## config.mk

```make
export PLATFORM = sky130hd
export DESIGN_NAME = rcss_seq
export DESIGN_NICKNAME = d
export VERILOG_FILES = /design/src/logic/rcss_pkg.sv /design/src/logic/rcss_seq.sv /design/src/logic/rcss_timer.sv
export VERILOG_INCLUDE_DIRS = /design/src /design/src/logic
export SDC_FILE = /design/constraint.sdc
export NUM_CORES = 1
export LEC_CHECK = 0
export ABC_AREA = 1
export BUFFER_PORTS_ARGS = -buffer_cell sky130_fd_sc_hd__buf_2
export CAP_MARGIN = 20
export CORE_UTILIZATION = 59
export DETAILED_ROUTE_END_ITERATION = 8
export GPL_ROUTABILITY_DRIVEN = 0
export PLACE_DENSITY = 0.85
export SETUP_SLACK_MARGIN = 0.4
export SYNTH_ARGS = -nofsm -noshare
export SYNTH_HDL_FRONTEND = slang
export SYNTH_HIERARCHICAL = 1
export SYNTH_SLANG_ARGS = --single-unit
export TNS_END_PERCENT = 30
```

## constraint.sdc

```tcl
create_clock -name clk_i -period 2.7 [get_ports clk_i]
set_input_delay 0.27 -clock clk_i [delete_from_list [all_inputs] [get_ports clk_i]]
set_output_delay 0.27 -clock clk_i [all_outputs]
set_load 0.1 [all_outputs]
```

## src/logic/rcss_consts.svh

```systemverilog
// Functional notes
// - reset enters startup: clamp and pass on
// - leave startup for pass-on only once trim load done
// - pass-on state: pass switch on, clamp off
// - supply up, not low: pass off, supply on
// - bulk good: wake-up for 150us
// - boot charge: low side on, fixed interval
// - run: waveform, supply, soft start enabled
// - feedback below burst level: light load
// - light load over 200ms is fault
// - fault: all off, wait 1s, restart
// - listed faults end run; otp/ov end startup (ov ignored in startup state)
// - capacitor discharge independent of this sequencer
// - restart input high while supply below threshold
// - fast average-current fault after 2ms
// - slow average-current fault after 50ms
`ifndef RCSS_CONSTS_SVH
`define RCSS_CONSTS_SVH

// ------------------------------------------------------------
// clock and times
// ------------------------------------------------------------
`define RCSS_CLK_PERIOD_NS 50
`define RCSS_WAKE_TIME_NS 150000
`define RCSS_LIGHT_TIME_NS 200000000
`define RCSS_PAUSE_TIME_NS 1000000000
`define RCSS_FAST_TIME_NS 2000000
`define RCSS_SLOW_TIME_NS 50000000
`define RCSS_CYC(t) (((t) + `RCSS_CLK_PERIOD_NS - 1) / `RCSS_CLK_PERIOD_NS)
`define RCSS_WAKE_CYC `RCSS_CYC(`RCSS_WAKE_TIME_NS)
`define RCSS_BOOT_CYC 200

// ------------------------------------------------------------
// enable patterns {wave, rvcc, clamp, soft start, pass switch}
// ------------------------------------------------------------
`define RCSS_EN_STARTUP 5'h05
`define RCSS_EN_PASS_ON 5'h01
`define RCSS_EN_SUPPLY 5'h08
`define RCSS_EN_RUN 5'h1a
`define RCSS_EN_OFF 5'h00

// ------------------------------------------------------------
// registers and status bits
// ------------------------------------------------------------
`define RCSS_REG_STATUS 4'h0
`define RCSS_REG_MASK 4'h4
`define RCSS_REG_STATE 4'h8
`define RCSS_EV_FAULT 0
`define RCSS_EV_LIGHT_TO 1
`define RCSS_EV_RESTART 2
`define RCSS_EV_RUN 3
`define RCSS_EV_W 4

`endif

```

## src/logic/rcss_pkg.sv

```systemverilog
package rcss_pkg;

   // ------------------------------------------------------------
   // carriers and state types
   // ------------------------------------------------------------
   typedef enum logic [2:0] {
      ST_STARTUP,
      ST_PASS_ON,
      ST_PASS_OFF,
      ST_WAKEUP,
      ST_BOOT,
      ST_RUN,
      ST_LIGHT,
      ST_FAULT
   } rcss_state_t;

   typedef struct packed {
      logic waveform_gen_enable;
      logic regulated_supply_enable;
      logic supply_clamp_enable;
      logic soft_start_enable;
      logic hv_pass_switch_on;
   } rcss_enables_t;

   typedef struct packed {
      logic overtemp_fault;
      logic bulk_overvoltage;
      logic bulk_below_stop;
      logic output_overvoltage_fault;
      logic peak_current_fault;
      logic avg_current_fault_fast;
      logic avg_current_fault_slow;
      logic reg_supply_undervoltage;
   } rcss_faults_t;

   typedef struct packed {
      logic [31:0] cnt;
      logic expired;
   } rcss_timer_t;

   typedef struct packed {
      rcss_state_t st;
      logic [31:0] cnt;
      rcss_enables_t en;
      logic low_side;
      logic [3:0] status;
      logic [3:0] mask;
      logic [31:0] rdata;
   } rcss_seq_t;

endpackage : rcss_pkg

```

## src/logic/rcss_seq.sv

```systemverilog
// Implementation choices: the address map and the address-and-strobe port.
`include "rcss_consts.svh"

module rcss_seq
   import rcss_pkg::*;
#(
   parameter int unsigned LIGHT_CYCLES = `RCSS_CYC(`RCSS_LIGHT_TIME_NS),
   parameter int unsigned PAUSE_CYCLES = `RCSS_CYC(`RCSS_PAUSE_TIME_NS),
   parameter int unsigned FAST_CYCLES = `RCSS_CYC(`RCSS_FAST_TIME_NS),
   parameter int unsigned SLOW_CYCLES = `RCSS_CYC(`RCSS_SLOW_TIME_NS)
) (
   input wire logic clk_i,
   input wire logic sys_rst_i,
   input wire logic trim_load_done_i,
   input wire logic supply_above_switch_start_i,
   input wire logic supply_below_restart_i,
   input wire logic bulk_start_ok_i,
   input wire logic feedback_below_burst_level_i,
   input wire logic soft_start_done_i,
   input wire rcss_faults_t faults_i,
   input wire logic [3:0] reg_addr_i,
   input wire logic [31:0] reg_wdata_i,
   input wire logic reg_wr_i,
   input wire logic reg_rd_i,
   output logic [31:0] reg_rdata_o,
   output logic irq_o,
   output rcss_enables_t enables_o,
   output logic low_side_charge_o,
   output rcss_state_t state_o
);

   localparam int unsigned WAKE_CYCLES = `RCSS_WAKE_CYC;
   localparam int unsigned BOOT_CYCLES = `RCSS_BOOT_CYC;

   // ------------------------------------------------------------
   // elaboration checks
   // ------------------------------------------------------------
   // refused at elaboration: every interval counter assumes at least two cycles
   if (LIGHT_CYCLES < 2 || PAUSE_CYCLES < 2) begin : g_bad_counts
      $error("rcss_seq: counts too small");
   end
   if (FAST_CYCLES < 2 || SLOW_CYCLES < 2) begin : g_bad_timers
      $error("rcss_seq: fault timers too small");
   end

   rcss_seq_t q, d;
   logic fast_to;
   logic slow_to;
   logic early_fault;
   logic run_fault;
   logic [`RCSS_EV_W-1:0] ev;
   logic [`RCSS_EV_W-1:0] w1c;

   // ------------------------------------------------------------
   // average-current fault timers
   // ------------------------------------------------------------
   // the fault only counts once it has been held for the full window
   rcss_timer #(
      .CYCLES(FAST_CYCLES)
   ) u_fast_timer (
      .clk_i(clk_i),
      .sys_rst_i(sys_rst_i),
      .run_i(faults_i.avg_current_fault_fast),
      .expired_o(fast_to)
   );

   rcss_timer #(
      .CYCLES(SLOW_CYCLES)
   ) u_slow_timer (
      .clk_i(clk_i),
      .sys_rst_i(sys_rst_i),
      .run_i(faults_i.avg_current_fault_slow),
      .expired_o(slow_to)
   );

   // fault groups: only overtemp and bulk overvoltage stop the early states
   assign early_fault = faults_i.overtemp_fault | faults_i.bulk_overvoltage;
   assign run_fault = early_fault | faults_i.bulk_below_stop |
      faults_i.output_overvoltage_fault | faults_i.peak_current_fault |
      fast_to | slow_to | faults_i.reg_supply_undervoltage;

   // enable pattern belonging to each state
   function automatic rcss_enables_t en_of(input rcss_state_t s);
      rcss_enables_t e;
      e = `RCSS_EN_OFF;
      case (s)
         ST_STARTUP: e = `RCSS_EN_STARTUP;
         ST_PASS_ON: e = `RCSS_EN_PASS_ON;
         ST_PASS_OFF, ST_WAKEUP, ST_BOOT: e = `RCSS_EN_SUPPLY;
         ST_RUN, ST_LIGHT: e = `RCSS_EN_RUN;
         ST_FAULT: e = `RCSS_EN_OFF;
         default: e = `RCSS_EN_OFF;
      endcase
      return e;
   endfunction : en_of

   // ------------------------------------------------------------
   // sequencer, fault pause and register file
   // ------------------------------------------------------------
   // priority: fault, then supply restart, then forward progress
   always_comb begin
      d = q;
      ev = '0;
      w1c = '0;
      d.rdata = '0;
      d.cnt = q.cnt + 32'h1;
      case (q.st)
         ST_STARTUP: begin
            if (faults_i.overtemp_fault) begin
               d.st = ST_FAULT;
            end else if (trim_load_done_i) begin
               d.st = ST_PASS_ON;
            end
         end
         ST_PASS_ON: begin
            if (early_fault) begin
               d.st = ST_FAULT;
            end else if (supply_above_switch_start_i && !supply_below_restart_i) begin
               d.st = ST_PASS_OFF;
            end
         end
         ST_PASS_OFF: begin
            if (early_fault) begin
               d.st = ST_FAULT;
            end else if (supply_below_restart_i) begin
               d.st = ST_PASS_ON;
            end else if (bulk_start_ok_i && !faults_i.bulk_below_stop &&
                         !faults_i.reg_supply_undervoltage) begin
               d.st = ST_WAKEUP;
            end
         end
         ST_WAKEUP: begin
            if (early_fault) begin
               d.st = ST_FAULT;
            end else if (supply_below_restart_i) begin
               d.st = ST_PASS_ON;
            end else if (q.cnt == WAKE_CYCLES - 1) begin
               d.st = ST_BOOT;
            end
         end
         ST_BOOT: begin
            if (early_fault) begin
               d.st = ST_FAULT;
            end else if (supply_below_restart_i) begin
               d.st = ST_PASS_ON;
            end else if (q.cnt == BOOT_CYCLES - 1) begin
               d.st = ST_RUN;
            end
         end
         ST_RUN: begin
            if (run_fault) begin
               d.st = ST_FAULT;
            end else if (supply_below_restart_i) begin
               d.st = ST_PASS_ON;
            end else if (soft_start_done_i && feedback_below_burst_level_i) begin
               d.st = ST_LIGHT;
            end
         end
         ST_LIGHT: begin
            if (run_fault) begin
               d.st = ST_FAULT;
            end else if (supply_below_restart_i) begin
               d.st = ST_PASS_ON;
            end else if (!feedback_below_burst_level_i) begin
               d.st = ST_RUN;
            end else if (q.cnt == LIGHT_CYCLES - 1) begin
               d.st = ST_FAULT;
               ev[`RCSS_EV_LIGHT_TO] = 1'b1;
            end
         end
         ST_FAULT: begin
            // the restart skips the startup state, even after an over-temperature fault taken there before trim load done
            if (q.cnt == PAUSE_CYCLES - 1) begin
               d.st = ST_PASS_ON;
            end
         end
         default: d.st = ST_STARTUP;
      endcase
      // the count measures time spent in the current state
      if (d.st != q.st) begin
         d.cnt = '0;
         ev[`RCSS_EV_FAULT] = (d.st == ST_FAULT);
         ev[`RCSS_EV_RESTART] = (d.st == ST_PASS_ON) && (q.st != ST_STARTUP) &&
            (q.st != ST_FAULT);
         ev[`RCSS_EV_RUN] = (d.st == ST_RUN) && (q.st == ST_BOOT);
      end
      // enables follow the next state so they move on the transition edge
      d.en = en_of(d.st);
      d.low_side = (d.st == ST_BOOT);
      // discharge of the line capacitor is handled elsewhere, never here
      if (reg_wr_i && reg_addr_i == `RCSS_REG_STATUS) begin
         w1c = reg_wdata_i[`RCSS_EV_W-1:0];
      end
      if (reg_wr_i && reg_addr_i == `RCSS_REG_MASK) begin
         d.mask = reg_wdata_i[`RCSS_EV_W-1:0];
      end
      // a new event beats a clear in the same cycle
      d.status = (q.status & ~w1c) | ev;
      if (reg_rd_i) begin
         case (reg_addr_i)
            `RCSS_REG_STATUS: d.rdata = {28'h0, q.status};
            `RCSS_REG_MASK: d.rdata = {28'h0, q.mask};
            `RCSS_REG_STATE: d.rdata = {20'h0, q.low_side, q.en, 3'h0, q.st};
            default: d.rdata = '0;
         endcase
      end
   end

   always_ff @(posedge clk_i) begin
      if (sys_rst_i) begin
         q <= '0;
         q.en <= `RCSS_EN_STARTUP;
      end else begin
         q <= d;
      end
   end

   assign enables_o = q.en;
   assign low_side_charge_o = q.low_side;
   assign state_o = q.st;
   assign reg_rdata_o = q.rdata;
   assign irq_o = |(q.status & q.mask);
endmodule : rcss_seq

```

## src/logic/rcss_timer.sv

```systemverilog
module rcss_timer
   import rcss_pkg::*;
#(
   parameter int unsigned CYCLES = 40000
) (
   input wire logic clk_i,
   input wire logic sys_rst_i,
   input wire logic run_i,
   output logic expired_o
);

   rcss_timer_t q, d;

   // refused at elaboration: the counter needs at least two cycles per window
   if (CYCLES < 2) begin : g_bad_cycles
      $error("rcss_timer: CYCLES must be at least 2");
   end

   // counts cycles of a continuously held input; any drop restarts it
   always_comb begin
      d = q;
      if (!run_i) begin
         d.cnt = '0;
         d.expired = 1'b0;
      end else if (q.cnt == CYCLES - 1) begin
         d.expired = 1'b1;
      end else begin
         d.cnt = q.cnt + 32'h1;
      end
   end

   always_ff @(posedge clk_i) begin
      if (sys_rst_i) begin
         q <= '0;
      end else begin
         q <= d;
      end
   end

   assign expired_o = q.expired;

endmodule : rcss_timer

```

Yosys cells after proc, flatten, opt, wreduce, memory -nomap -nowiden. Memories as Yosys holds them, arrays and structs flattened. A register that Yosys moved wholly into a read port is not among the register bits. Cells that the tools add are included.

Reduce and logical (&&, ||, !) cells: 20. Magnitude comparators: 0. Divide/modulo/power cells: 0. Bitwise operators: 14. Shift-type cells: 0. Add/subtract/negate cells: 3. Equality and inequality tests: 21. Multipliers: 0. Multiplexer cells: 31.

Operator list (count): 32-bit by 1-bit adder with 32-bit output, second input constant (3); 3-bit 2-to-1 mux (21); 12-bit case mux with 3 select lines (1); 32-bit by 12-bit == test with 1-bit output, second input constant (1); 32-bit by 16-bit == test with 1-bit output, second input constant (1); 32-bit by 20-bit == test with 1-bit output, second input constant (1); 32-bit by 22-bit == test with 1-bit output, second input constant (1); 32-bit by 25-bit == test with 1-bit output, second input constant (1); 32-bit by 8-bit == test with 1-bit output, second input constant (1); 3-bit case mux with 8 select lines (1); 3-bit == test, second input constant (7); 1-bit logical AND (9); 4-bit bitwise AND (2); 2-bit OR reduction (4); 1-bit bitwise OR (7); 3-bit by 1-bit == test with 1-bit output, second input constant (2); 3-bit by 2-bit == test with 1-bit output, second input constant (2); 1-bit 2-to-1 mux (6); 4-bit by 3-bit == test with 1-bit output, second input constant (1); 4-bit == test, second input constant (1); 4-bit logical NOT (1); 4-bit 2-to-1 mux (1); 4-bit inverter (1); 4-bit bitwise OR (1); other kinds (8) (12).

Input bits: 54. Memory bits (read-only): 40. Bits in writable memories: 0. Output and inout bits: 42. Memories kept: 1. Bits in registers: 142. Logic and storage cells: 100. Bits in latches: 0.

Memories: (no name shown) (depth 8, bits a word 5, rd ports 1, clocked after Yosys merged registers in 1, write ports 0, RTL line rcss_seq.sv:86) `case (s)`.

Longest topological paths before layout.
Word-level depth: 14. Mapped depth: 17. Depth with buffers taken out: 17.

By module. The synthesis kept the hierarchy.

Modules (own cells, without submodules): rcss_seq (cells an instance 554, times used 1, seq. area each 1141.1 µm², area an instance 3654.8 µm²); rcss_timer at u_fast_timer (cells an instance 297, times used 1, seq. area each 660.6 µm², area an instance 1900.6 µm²); rcss_timer at u_slow_timer (cells an instance 306, times used 1, seq. area each 660.6 µm², area an instance 1860.5 µm²).

Worst setup path after synthesis. No wires, ideal clock.

Path type: reg2reg. Start point: reg q[46] (netlist name). End point: reg q[36] (netlist name). Path buffers: 0. Required time: 2.568 ns. Slack: 0.715 ns. Arrival: 1.852 ns. Setup time: 0.132 ns. Clock period less this slack: 1.985 ns. Cell stages (with the launch flop): 18. Path through: dfxtp_1 ha_1 nand2_2 nor2_2 nand2_2 nor2_4 nand4_1 nand2_1 nand2_1 nor2_1 nand3_1 nand2_1 inv_1 ha_1 inv_1 nor2_1 nand2_1 a21oi_1.

==> results_dict.tcl <==
set metrics [dict create \
    outcome "finished clean" \
    yosys.cell_types.count 41 \
    synthCells 1157 \
    routed-via-count 7165 \
    fin_crit_ns 2.420 \
    hold_class "in2reg" \
    cp_cell_sequence "ha_4, nand2_4, nor2_4, nand2_2, nor2_4, buf_4, nand2_2, nor2_2, nand2_1, nor3b_1, nand4_1, nor2_2, a21oi_1, nor3_4" \
    setup.worst_path.start_class "flip-flop" \
    yosys_register_bits 123 \
    root_buffer "clkbuf_16" \
    routed_wl_um 17220 \
    initial_utilization 0.6123 \
    crit_path_max_fanout 5 \
    p_clk_frac 0.385 \
    multi_input_area_um2 4195 \
    area_delta_synth_final_pct 13.40 \
    ant_nets 0 \
    cts_buffer_depth 2 \
    drive_gt1_frac 0.1587 \
    cts_made_buffers 17 \
    cp_data_arrival_time_ns 2.77 \
    yosys_warnings 6 \
    post-dp-hpwl_um 11750 \
    critPathKind "reg2reg" \
    numClockSinks 123 \
    slowest_stage "dfxtp_2" \
    ys.flop_type "dfxtp_1" \
    cts.clk_slew.worst_paths_ns 0.05 \
    timing.rr.end "q[74]" \
    grt_usage 0.2628 \
    post_drt_wl_per_cell_um 12.44 \
    drv_cap 0 \
    switchingPower_mw 2.225 \
    regArea_um2 2466 \
    io_buffer_count 45 \
    nFillCells 1054 \
    tritoncts "yes" \
    grt_overflow_total 0 \
    holdCritStartpoint "reg_wdata_i[0]" \
    synthArstFlopShare 0 \
    layout.nets 1263 \
    synthesis.area_um2 7416 \
    insertedDiodeCount 0 \
    grt_first_pass_wirelength_um 27330 \
    first_pass_iters 5 \
    die-area_um2 13020 \
    rr_worst_depth 14 \
    fmax_mhz 413.2 \
    critPathTopFamily "simple AND/OR/NAND/NOR gates" \
    post-route-util 0.6943 \
    grt_pass1_vias 6257 \
    drt_iter0_drc 590 \
    remaining_drc_errors 0 \
    ys_top_cells_by_area "dfxtp_1, nand2_1, nor2_1" \
    htreeDepth 4 \
    core_um2 12110 \
    setup_tns_ns 0 \
    min_path_cells 3 \
    drv_slew 0 \
    crit_path_max_incr_delay_ns 0.35 \
    worst_pin_slew_ns 0.8852 \
    die_w_um 114.1 \
    crit_required_ns 3.05 \
    hold_viol 0 \
    ir_drop_uv 478.5 \
    combPwrFrac 0.295 \
    final-setup-viol-count 0 \
    syn_avg_cell_area_um2 6.410 \
    grt_antenna_before_repair 0 \
    min_delay_worst_endpoint "q[32]" \
    clock_skew_ns 0.006839 \
    p_int_mw 3.896 \
    relSlewSlack 0.4077 \
    clock_latency_ns 0.43 \
    synth_edf_count 0 \
    swShare 0.3635 \
    r2r_setup_slack_ns 0.28 \
    grt_max_degree 33 \
    yosys.area.top_type_share 0.3320 \
    p_leak_nw 3.161 \
    row_count 40 \
    path_buf_inv 1 \
    rsz0062_at_grt "true" \
    p_per_area_nw_per_um2 727.9 \
    ioPinCount 96 \
    netlist_top_cells_count "nand2_1, nor2_1, inv_1" \
    synth_top_area_cell "dfxtp_1" \
    viasPerCell 5.177 \
    timing.final.crit_share 0.8964 \
    r2r_start "q[46]" \
    sequentialPowerShare 0.320 \
    ys_seq_area_frac 0.3320 \
    crit_path_end_kind "flip-flop" \
    ctsHoldBuffers 0 \
    dieHeight_um 114.1 \
    yosysMostFrequentCell "nand2_1" \
]
[final cells by class]
type,count,share of cell area
clock buffer,22,0.05639
clock inverter,10,0.01666
inverter,142,0.06353
multi-input combinational,859,0.4989
sequential,123,0.2933
tap,168,0.02500
timing repair buffer,60,0.04627
[how the worst max path moves through the flow]
| stage | endpoint | cells after the start | startpoint | slack (ns) |
|---|---|---|---|---|
| after floorplan | q[36] | 17 | q[46] | 0.72 |
| after global placement | q[51] | 16 | q[46] | 0.43 |
| after detailed placement | q[51] | 16 | q[46] | 0.37 |
| after CTS | q[51] | 16 | q[46] | 0.38 |
| after global routing | q[74] | 14 | q[46] | 0.14 |
| final | q[74] | 14 | q[46] | 0.28 |
[power by group through the flow]
stage                     clock, mW  combinational (mW)  sequential [mW]
after floorplan                   0                1.39             2.01
after global placement            0                1.54             1.99
after detailed placement          0                1.55             1.99
after CTS                      2.39                1.57             1.95
after global routing           2.49                1.94             1.96
final                          2.36                1.81             1.96
[worst min-delay path: stages]
cell and delay, ns:
buf_2 0.10, nand3_1 0.07, a21oi_1 0.06
[layout by cell type, fill, tap and decap left out, drive strengths merged, types with 22 or more instances in the layout]
cell type  instances
clkbuf            24
nor2             250
conb              22
a21oi             74
nand3             68
nor3              29
xor2              22
o21ai             24
nand2            322
inv              141
buf               58
dfxtp            123
[metrics by stage]
stage | total power, mW | area [um2] | setup slack (ns) | hold WS (ns) | cells
global placement | 3.527 | 7602 | 0.4337 | 0.4264 | 1343
floorplan | 3.403 | 7495 | 0.7154 | 0.3757 | 1178
global route | 6.390 | 8409 | 0.1381 | 0.1200 | 1384
detailed placement | 3.534 | 7602 | 0.3709 | 0.4273 | 1343
finish | 6.121 | 8409 | 0.2798 | 0.1299 | 1384
CTS | 5.912 | 8234 | 0.3827 | 0.1204 | 1376
[per-layer routing]
layer | wire length, um | global-route usage | share of wire
met1 | 7590 | 0.3145 | 0.44
met4 | 445 | 0.1004 | 0.026
met2 | 8259 | 0.4461 | 0.48
met3 | 925 | 0.07517 | 0.054
met5 | 0 | 0 | 0
[registers in the layout, summed over array words and instances (netlist names)]
| name | flops |
|---|---|
| reg_rdata_o | 9 |
| low_side_charge_o | 1 |
| u_slow_timer/q | 32 |
| state_o | 3 |
| u_fast_timer/expired_o | 1 |
| enables_o | 4 |
| u_fast_timer/q | 32 |
| q | 40 |
| u_slow_timer/expired_o | 1 |
[cells by family after synthesis]
group                      synth area share
AOI/OAI and AO/OA                   0.07441
other                             0.0005057
adders and majority gates           0.01012
and+or+nand+nor                      0.4199
DFF                                  0.3320
xor gates and xnor gates            0.03897
buffers and inverters                0.1240
[timing repair]
action                     in CTS  in global routing
pin swaps                       1                 13
setup endpoints to repair       5                 38
cloned                          0                  3
resized for setup               3                 22
setup buffers                   1                  5
Note: power is estimated with default switching activity, not from simulation.
